## config.mk

```make
export PLATFORM = sky130hd
export DESIGN_NAME = oag_core
export DESIGN_NICKNAME = d
export VERILOG_FILES = /design/src/hdl/oag_pkg.sv /design/src/hdl/oag_ea_unit.sv /design/src/hdl/oag_core.sv
export SDC_FILE = /design/constraint.sdc
export NUM_CORES = 1
export LEC_CHECK = 0
export BUFFER_PORTS_ARGS = -buffer_cell sky130_fd_sc_hd__buf_2
export CELL_PAD_IN_SITES_DETAIL_PLACEMENT = 1
export CELL_PAD_IN_SITES_GLOBAL_PLACEMENT = 1
export CORE_MARGIN = 2
export CORE_UTILIZATION = 48
export DETAILED_ROUTE_END_ITERATION = 8
export PLACE_DENSITY_LB_ADDON = 0.1
export SYNTH_ARGS = -nofsm -noshare
export SYNTH_HDL_FRONTEND = slang
export SYNTH_SLANG_ARGS = --single-unit
```

## constraint.sdc

```tcl
create_clock -name sys_clk_in -period 9.75 [get_ports sys_clk_in]
set_clock_uncertainty 0.1 [all_clocks]
set_input_delay 0.975 -clock sys_clk_in [delete_from_list [all_inputs] [get_ports sys_clk_in]]
set_output_delay 0.975 -clock sys_clk_in [all_outputs]
set_load 0.1 [all_outputs]
```

## src/hdl/oag_pkg.sv

```systemverilog
package oag_pkg;

  // ----------------------------------------------------------------
  // Field layout and address modes
  // ----------------------------------------------------------------
  localparam logic [1:0]  MODE_REG     = 2'h0;
  localparam logic [1:0]  MODE_IND     = 2'h1;
  localparam logic [1:0]  MODE_SYM     = 2'h2;
  localparam logic [1:0]  MODE_AINC    = 2'h3;
  localparam logic [3:0]  NO_INDEX     = 4'h0;

  // ----------------------------------------------------------------
  // Increments, opcodes and reset values
  // ----------------------------------------------------------------
  localparam logic [15:0] WORD_INC     = 16'h0002;
  localparam logic [15:0] BYTE_INC     = 16'h0001;
  localparam logic [15:0] PC_STEP      = 16'h0002;
  localparam logic [15:0] ZERO_WORD    = 16'h0000;
  localparam logic [2:0]  OP_MOVE      = 3'h6;
  localparam logic [3:0]  JUMP_GROUP   = 4'h1;
  localparam logic [3:0]  JUMP_LAST    = 4'hC;
  localparam logic [7:0]  IMM_GROUP    = 8'h02;
  localparam logic [10:0] IMM_MASK_OP  = 11'h018;
  localparam logic [2:0]  SUB_STORE_WP = 3'h5;
  localparam logic [2:0]  SUB_STORE_SW = 3'h6;
  localparam logic [2:0]  SUB_LOAD_WP  = 3'h7;
  localparam logic [1:0]  BE_WORD      = 2'h3;
  localparam logic [1:0]  BE_LEFT      = 2'h2;
  localparam logic [1:0]  BE_RIGHT     = 2'h1;

  // ----------------------------------------------------------------
  // Types
  // ----------------------------------------------------------------
  typedef struct packed {
    logic [2:0] opcode;
    logic       byte_op;
    logic [1:0] dst_mode;
    logic [3:0] dest_reg_field;
    logic [1:0] src_mode;
    logic [3:0] src_reg_field;
  } oag_dual_t;

  typedef struct packed {
    logic        req;
    logic        we;
    logic [1:0]  be;
    logic [15:0] addr;
    logic [15:0] wdata;
  } oag_mem_t;

  typedef enum logic [2:0] {
    KIND_DUAL, KIND_JUMP, KIND_IMM, KIND_OTHER
  } oag_kind_t;

  typedef enum logic [1:0] {
    IMM_TO_REG, IMM_TO_WP, IMM_TO_MASK, IMM_NONE
  } oag_imm_t;

  typedef struct packed {
    oag_kind_t   kind;
    logic        byte_op;
    logic [15:0] src_ea;
    logic [15:0] dst_ea;
    logic [15:0] imm;
    oag_imm_t    imm_target;
    logic [3:0]  imm_reg;
    logic        jump_taken;
    logic        moved;
  } oag_result_t;

  typedef enum {
    S_IDLE, S_FETCH, S_OPND, S_REG_RD, S_INC_WR, S_EXT_RD, S_IDX_RD,
    S_MOV_RD, S_MOV_WR, S_IMM_RD, S_DONE
  } oag_state_t;

endpackage : oag_pkg

```

## src/hdl/oag_ea_unit.sv

```systemverilog
`timescale 1ns/1ps
module oag_ea_unit
  import oag_pkg::*;
(
  input  wire logic [15:0] wp_in,
  input  wire logic [3:0]  reg_num_in,
  input  wire logic        byte_op_in,
  input  wire logic [15:0] base_in,
  input  wire logic [15:0] addend_in,
  output logic      [15:0] reg_addr_out,
  output logic      [15:0] inc_out,
  output logic      [15:0] sum_out
);

  // ----------------------------------------------------------------
  // Workspace register address, increment and index sum
  // ----------------------------------------------------------------
  assign reg_addr_out = wp_in + {11'h000, reg_num_in, 1'b0};
  assign inc_out      = base_in + (byte_op_in ? BYTE_INC : WORD_INC);
  assign sum_out      = base_in + addend_in;

endmodule : oag_ea_unit

```

## src/hdl/oag_core.sv

```systemverilog
// Operation
// - Autoincrement mode: register is operand address, then add one (byte) or two.
// - Word addresses are always even; byte operations may use odd addresses.
// - Mode 10 with register zero: next stream word is the effective address.
// - Source extension word comes first, destination extension word second.
// - Mode 10 with nonzero register: extension word plus register contents.
// - Only symbolic mode indexes; indirect addresses come only from registers.
// - Immediate value goes with a register, or into workspace pointer or mask.
// - Relative jumps change the counter always or when status condition holds.
// - Dual-operand word: opcode, byte flag, dest mode/reg, source mode/reg.
// - Move copies the value read at source to the destination address.
// - Byte flag one selects byte operands and addresses, zero selects words.
// - Indirect mode reads the register and uses its value as operand address.
// - Byte access to a workspace register uses its left, most significant byte.
// - Each four-bit register field selects one of sixteen workspace registers.
`timescale 1ns/1ps
module oag_core
  import oag_pkg::*;
(
  input  wire logic        sys_clk_in,
  input  wire logic        rst_n_in,
  input  wire logic        start_in,
  input  wire logic [15:0] pc_in,
  input  wire logic [15:0] wp_in,
  input  wire logic [15:0] status_word_in,
  input  wire logic        mem_ack_in,
  input  wire logic [15:0] mem_rdata_in,
  output oag_mem_t         mem_out,
  output logic             busy_out,
  output logic             done_out,
  output oag_result_t      result_out,
  output logic      [15:0] pc_out
);

  // ----------------------------------------------------------------
  // Helpers
  // ----------------------------------------------------------------
  function automatic oag_mem_t mem_rd(input logic [15:0] addr);
    oag_mem_t m;
    m       = '0;
    m.req   = 1'b1;
    m.be    = BE_WORD;
    m.addr  = {addr[15:1], 1'b0};
    return m;
  endfunction : mem_rd

  function automatic oag_mem_t mem_wr(input logic [15:0] addr,
                                      input logic [15:0] data,
                                      input logic [1:0]  be);
    oag_mem_t m;
    m       = '0;
    m.req   = 1'b1;
    m.we    = 1'b1;
    m.be    = be;
    m.addr  = addr;
    m.wdata = data;
    return m;
  endfunction : mem_wr

  function automatic logic [15:0] fix_ea(input logic [15:0] ea,
                                         input logic        byte_op);
    fix_ea = byte_op ? ea : {ea[15:1], 1'b0};
  endfunction : fix_ea

  function automatic logic jump_cond(input logic [3:0]  op,
                                     input logic [15:0] sw);
    logic lgt;
    logic agt;
    logic eq;
    logic cy;
    logic ov;
    logic par;
    lgt = sw[15];
    agt = sw[14];
    eq  = sw[13];
    cy  = sw[12];
    ov  = sw[11];
    par = sw[10];
    case (op)
      4'h0:    jump_cond = 1'b1;
      4'h1:    jump_cond = !agt && !eq;
      4'h2:    jump_cond = !lgt || eq;
      4'h3:    jump_cond = eq;
      4'h4:    jump_cond = lgt || eq;
      4'h5:    jump_cond = agt;
      4'h6:    jump_cond = !eq;
      4'h7:    jump_cond = !cy;
      4'h8:    jump_cond = cy;
      4'h9:    jump_cond = !ov;
      4'hA:    jump_cond = !lgt && !eq;
      4'hB:    jump_cond = lgt && !eq;
      4'hC:    jump_cond = par;
      default: jump_cond = 1'b0;
    endcase
  endfunction : jump_cond

  // ----------------------------------------------------------------
  // State
  // ----------------------------------------------------------------
  oag_state_t  state_r;
  oag_dual_t   instr_r;
  oag_mem_t    mem_r;
  oag_result_t res_r;
  logic [15:0] pc_r;
  logic [15:0] wp_r;
  logic [15:0] stat_r;
  logic [15:0] ext_r;
  logic [15:0] ea_r [2];
  logic        cur_dst_r;
  logic        done_r;
  logic [1:0]  cur_mode;
  logic [3:0]  cur_reg;
  logic [15:0] reg_addr;
  logic [15:0] inc_val;
  logic [15:0] idx_sum;
  logic [15:0] rword;
  logic        is_move;

  // ----------------------------------------------------------------
  // Field selection for the operand in progress
  // ----------------------------------------------------------------
  assign cur_mode = cur_dst_r ? instr_r.dst_mode : instr_r.src_mode;
  assign cur_reg  = cur_dst_r ? instr_r.dest_reg_field
                              : instr_r.src_reg_field;
  assign is_move  = (instr_r.opcode == OP_MOVE);
  assign rword    = {mem_rdata_in[15:8], mem_rdata_in[7:0]};

  oag_ea_unit u_ea (
    .wp_in        (wp_r),
    .reg_num_in   (cur_reg),
    .byte_op_in   (instr_r.byte_op),
    .base_in      (rword),
    .addend_in    (ext_r),
    .reg_addr_out (reg_addr),
    .inc_out      (inc_val),
    .sum_out      (idx_sum)
  );

  // ----------------------------------------------------------------
  // Sequencer
  // ----------------------------------------------------------------
  always_ff @(posedge sys_clk_in or negedge rst_n_in) begin
    if (!rst_n_in) begin
      state_r    <= S_IDLE;
      instr_r    <= '0;
      mem_r      <= '0;
      res_r      <= '0;
      pc_r       <= ZERO_WORD;
      wp_r       <= ZERO_WORD;
      stat_r     <= ZERO_WORD;
      ext_r      <= ZERO_WORD;
      ea_r[0]    <= ZERO_WORD;
      ea_r[1]    <= ZERO_WORD;
      cur_dst_r  <= 1'b0;
      done_r     <= 1'b0;
    end else begin
      done_r <= 1'b0;
      if (mem_r.req && mem_ack_in) begin
        mem_r.req <= 1'b0;
      end
      case (state_r)
        S_IDLE: begin
          if (start_in) begin
            pc_r    <= pc_in;
            wp_r    <= wp_in;
            stat_r  <= status_word_in;
            res_r   <= '0;
            mem_r   <= mem_rd(pc_in);
            state_r <= S_FETCH;
          end
        end
        S_FETCH: begin
          if (mem_ack_in) begin
            instr_r   <= rword;
            cur_dst_r <= 1'b0;
            pc_r      <= pc_r + PC_STEP;
            if (rword[15:14] != 2'h0) begin
              res_r.kind    <= KIND_DUAL;
              res_r.byte_op <= rword[12];
              state_r       <= S_OPND;
            end else if (rword[15:12] == JUMP_GROUP &&
                         rword[11:8] <= JUMP_LAST) begin
              res_r.kind <= KIND_JUMP;
              if (jump_cond(rword[11:8], stat_r)) begin
                res_r.jump_taken <= 1'b1;
                pc_r <= pc_r + PC_STEP +
                        {{7{rword[7]}}, rword[7:0], 1'b0};
              end
              state_r <= S_DONE;
            end else if ((rword[15:8] == IMM_GROUP &&
                          rword[7:5] != SUB_STORE_WP &&
                          rword[7:5] != SUB_STORE_SW) ||
                         rword[15:5] == IMM_MASK_OP) begin
              res_r.kind    <= KIND_IMM;
              res_r.imm_reg <= rword[3:0];
              if (rword[15:5] == IMM_MASK_OP) begin
                res_r.imm_target <= IMM_TO_MASK;
              end else if (rword[7:5] == SUB_LOAD_WP) begin
                res_r.imm_target <= IMM_TO_WP;
              end else begin
                res_r.imm_target <= IMM_TO_REG;
              end
              mem_r   <= mem_rd(pc_r + PC_STEP);
              pc_r    <= pc_r + PC_STEP + PC_STEP;
              state_r <= S_IMM_RD;
            end else begin
              res_r.kind       <= KIND_OTHER;
              res_r.imm_target <= IMM_NONE;
              state_r          <= S_DONE;
            end
          end
        end
        S_OPND: begin
          case (cur_mode)
            MODE_REG: begin
              ea_r[cur_dst_r] <= reg_addr;
              if (!cur_dst_r) begin
                cur_dst_r <= 1'b1;
              end else if (is_move) begin
                mem_r   <= mem_rd(fix_ea(ea_r[0], instr_r.byte_op));
                state_r <= S_MOV_RD;
              end else begin
                state_r <= S_DONE;
              end
            end
            MODE_SYM: begin
              mem_r   <= mem_rd(pc_r);
              pc_r    <= pc_r + PC_STEP;
              state_r <= S_EXT_RD;
            end
            default: begin
              mem_r   <= mem_rd(reg_addr);
              state_r <= S_REG_RD;
            end
          endcase
        end
        S_REG_RD: begin
          if (mem_ack_in) begin
            ea_r[cur_dst_r] <= fix_ea(rword, instr_r.byte_op);
            if (cur_mode == MODE_AINC) begin
              mem_r   <= mem_wr(reg_addr, inc_val, BE_WORD);
              state_r <= S_INC_WR;
            end else begin
              state_r <= S_OPND;
              if (cur_dst_r) begin
                state_r <= is_move ? S_MOV_RD : S_DONE;
                mem_r   <= is_move ?
                           mem_rd(fix_ea(ea_r[0], instr_r.byte_op)) : '0;
              end
              cur_dst_r <= 1'b1;
            end
          end
        end
        S_INC_WR: begin
          if (mem_ack_in) begin
            state_r <= S_OPND;
            if (cur_dst_r) begin
              state_r <= is_move ? S_MOV_RD : S_DONE;
              mem_r   <= is_move ?
                         mem_rd(fix_ea(ea_r[0], instr_r.byte_op)) : '0;
            end
            cur_dst_r <= 1'b1;
          end
        end
        S_EXT_RD: begin
          if (mem_ack_in) begin
            if (cur_reg == NO_INDEX) begin
              ea_r[cur_dst_r] <= fix_ea(rword, instr_r.byte_op);
              state_r <= S_OPND;
              if (cur_dst_r) begin
                state_r <= is_move ? S_MOV_RD : S_DONE;
                mem_r   <= is_move ?
                           mem_rd(fix_ea(ea_r[0], instr_r.byte_op)) : '0;
              end
              cur_dst_r <= 1'b1;
            end else begin
              ext_r   <= rword;
              mem_r   <= mem_rd(reg_addr);
              state_r <= S_IDX_RD;
            end
          end
        end
        S_IDX_RD: begin
          if (mem_ack_in) begin
            ea_r[cur_dst_r] <= fix_ea(idx_sum, instr_r.byte_op);
            state_r <= S_OPND;
            if (cur_dst_r) begin
              state_r <= is_move ? S_MOV_RD : S_DONE;
              mem_r   <= is_move ?
                         mem_rd(fix_ea(ea_r[0], instr_r.byte_op)) : '0;
            end
            cur_dst_r <= 1'b1;
          end
        end
        S_MOV_RD: begin
          if (mem_ack_in) begin
            if (instr_r.byte_op) begin
              mem_r <= mem_wr(ea_r[1], ea_r[0][0] ? {2{rword[7:0]}}
                                                  : {2{rword[15:8]}},
                              ea_r[1][0] ? BE_RIGHT : BE_LEFT);
            end else begin
              mem_r      <= mem_wr(ea_r[1], rword, BE_WORD);
            end
            state_r <= S_MOV_WR;
          end
        end
        S_MOV_WR: begin
          if (mem_ack_in) begin
            res_r.moved <= 1'b1;
            state_r     <= S_DONE;
          end
        end
        S_IMM_RD: begin
          if (mem_ack_in) begin
            res_r.imm <= rword;
            state_r   <= S_DONE;
          end
        end
        S_DONE: begin
          res_r.src_ea <= ea_r[0];
          res_r.dst_ea <= ea_r[1];
          done_r       <= 1'b1;
          state_r      <= S_IDLE;
        end
        default: begin
          state_r <= S_IDLE;
        end
      endcase
    end
  end

  // ----------------------------------------------------------------
  // Outputs
  // ----------------------------------------------------------------
  assign mem_out    = mem_r;
  assign busy_out   = (state_r != S_IDLE);
  assign done_out   = done_r;
  assign result_out = res_r;
  assign pc_out     = pc_r;

endmodule : oag_core

```

==> impl_results.md <==
* Status: finished, final reports clean
* Setup crit start: pc_out[1]
* Register bit total from synthesis at slightly above 200
* Worst setup margin at ~5.7 ns
* CP Capture Type: register
* Synth Instances at around 1.5k
* Final setup fails at 0
* Root Driver: clkbuf_16
* Crit path arrival time at 4.39 ns
* Setup TNS at 0 ns
* TritonCTS clock tree: yes
* Top FF cell, synth: dfrtp_1
* Minimum clock period at around 4.1 ns
* Least-Margin Pin Slew at around 1.3 ns
* Initial Utilization at 48.6%
* Synth Area per Inst at slightly below 9 µm²
* ANT nets after route at 0
* Nature of the critical path startpoint: register
* GPL Wtd Cong at just over 0.9
* Htree depth at 1
* Synth Cell Area at ~13000 µm²
* Clock sink count at a little over 200
* Port bufs at 170
* RSZ-0062 raised after global routing: false
* # DRC at 0
* Total area of sequential cells at 5080 µm²
* Min-Delay Path Class: primary input to asynchronous set/reset pin
* CTS clock-pin slew for the worst setup and hold paths at roughly 0.07 ns
* DRT iter0 DRCs at ~1.3k
* GRT Util Overall at roughly a third
* HPWL Detailed at ~36 mm
* Total grt overflow at 0
* Drt wl/cell at 25.6 µm
* Critical path type: register to register
* Number of flops mapped to enable cells by yosys at 0
* Post-CTS Setup Bufs at 0
* Initial antenna violation count at 0
* Number of global-route vias before repair at ~13k
* Post-synth ARST share at 100%
* Footprint of the multi-input gates at 7390 µm²
* Met3 usage at around 4.3%
* Slew headroom at 15.6%
* Largest net degree at the start of global routing at 82
* Post-synthesis sequential area ratio at 38.9%
* Row cnt at 60
* Die Span Y at about 170 µm
* N_diodes at 0
* Critical path peak fanout at 10
* Slew Viols, Final at 0
* Num CTS Buffers at 25
* Yosys cell types at approximately 100
* I/O pins at roughly 180
* Syn nets at roughly 1.6k
* Final worst-path cycle share at 41.8%
* Grt met2 use at 56.4%
* Vias at about 13k
* GRT busiest layer: met2
* Clock Latency Late Sink at between 0.5 and 0.6 ns
* Core area at around 27000 µm²
* Synthesis warning total at 0
* Most frequent cells in the layout: 203 x nand2_1, 203 x dfrtp_1, 169 x buf_2
* Maximum clock frequency at 245 MHz
* Met1 Use GR at a little under half
* CTS max path bufs at 3
* Worst R2R Start: pc_out[1]
* First-pass iteration count of the detailed router at 5
* Layout Utilization at a little under three fifths
* Place WS at between 5 and 6 ns
* Fill count at roughly 3.2k
* Ratio of cells with drive above 1 in the final layout at 19.6%
* Hold Vio Cnt, Final at 0
* Final nets at about 1.7k
* First-pass GRT wire length at slightly below 80 mm
* Max-cap violations at 0
* Routed wire length at ~50 mm
* Layout overhead on the synthesized area at 14.2%
* Req. time, crit path at a little over 10 ns
* Die area at between 20000 and 30000 µm²
* Post-cts resize count at 0
* Cts-stage hold buffer count at 0
* Die outline width at between 150 and 200 µm
* Vias per cell at around 6.6
[metrics by stage]
step                      std cells  instance area [µm²]  hold slack [ns]
final                          1946                14900            0.321
after global routing           1946                14900            0.393
after CTS                      1946                14900            0.366
after detailed placement       1900                14100            0.360
after global placement         1900                14100            0.355
after floorplan                1463                13100            0.338
[cells in the mapped netlist (6+ instances only)]
cell / number / area, µm²
a221oi_1: 17 / 149
clkbuf_1: 54 / 203
o21a_1: 7 / 52.6
o221ai_1: 10 / 87.6
nor2b_1: 11 / 68.8
and3_1: 12 / 75.1
a222oi_1: 14 / 140
o31ai_1: 7 / 52.6
nand2b_1: 12 / 75.1
a221o_1: 8 / 80.1
mux2_2: 46 / 518
o2111ai_1: 6 / 52.6
xor2_1: 21 / 184
nand4_1: 10 / 62.6
xnor2_1: 26 / 228
buf_1: 7 / 26.3
o21ai_0: 105 / 526
nor3_1: 28 / 140
dfrtp_1: 203 / 5080
a31oi_1: 22 / 138
a22oi_1: 14 / 105
mux2i_1: 14 / 140
a21boi_0: 6 / 45.0
buf_6: 6 / 67.6
a21oi_1: 100 / 500
a32oi_1: 6 / 52.6
o211ai_1: 18 / 135
a21o_1: 21 / 158
nand2_1: 203 / 762
nor4_1: 7 / 43.8
nor2_1: 107 / 402
o22ai_1: 8 / 50.1
a22o_1: 59 / 517
ha_1: 40 / 500
buf_2: 20 / 100
inv_1: 41 / 154
a211oi_1: 17 / 128
nand3_1: 35 / 175
[worst max-delay path, stage by stage (launching register included)]
cell,delay (ns)
dfrtp_1,0.60
ha_1,0.51
inv_1,0.19
nor3_1,0.35
nand2_1,0.12
xnor2_1,0.44
ha_1,0.39
a21o_1,0.21
a21o_1,0.18
a21o_1,0.18
or3_2,0.40
a21oi_1,0.20
o31ai_2,0.09
[logic make-up after synthesis]
kind of cell    share of synthesized area [%]
compound gates                           26.1
simple gates                             16.9
flops                                    38.9
buf+inv                                  4.66
mux                                      5.29
xor+xnor                                 3.61
fa+ha+maj                                4.52
other cells                            0.0287
[layout make-up]
type | instances | share of cell area (%)
multi-input combinational | 1124 | 49.5
sequential | 203 | 34.0
timing repair buffer | 189 | 6.71
clock buffer | 32 | 4.57
tap | 341 | 2.86
clock inverter | 14 | 1.22
inverter | 43 | 1.08
[per-layer routing]
metal / up-vias / wire, µm
met3: 134 / 3620
met2: 596 / 23200
met5: - / 0
met4: 0 / 1960
li1: 5679 / -
met1: 6486 / 21000
[path summary, 6_finish.rpt]
| check | cells after the start | slack, ns | endpoint |
|---|---|---|---|
| min in group sys_clk_in | 2 | 0.37 | pc_out[0] |
| min | 1 | 0.32 | pc_out[12] |
| min reg2reg | 2 | 0.37 | pc_out[0] |
| max | 12 | 5.67 | pc_out[14] |
| max in group asynchronous | 2 | 7.78 | wp_r[3] |
| max reg2reg | 12 | 5.67 | pc_out[14] |
Power is not shown: default switching activity piles up to over one toggle a cycle in this logic, so the estimate is an artifact.
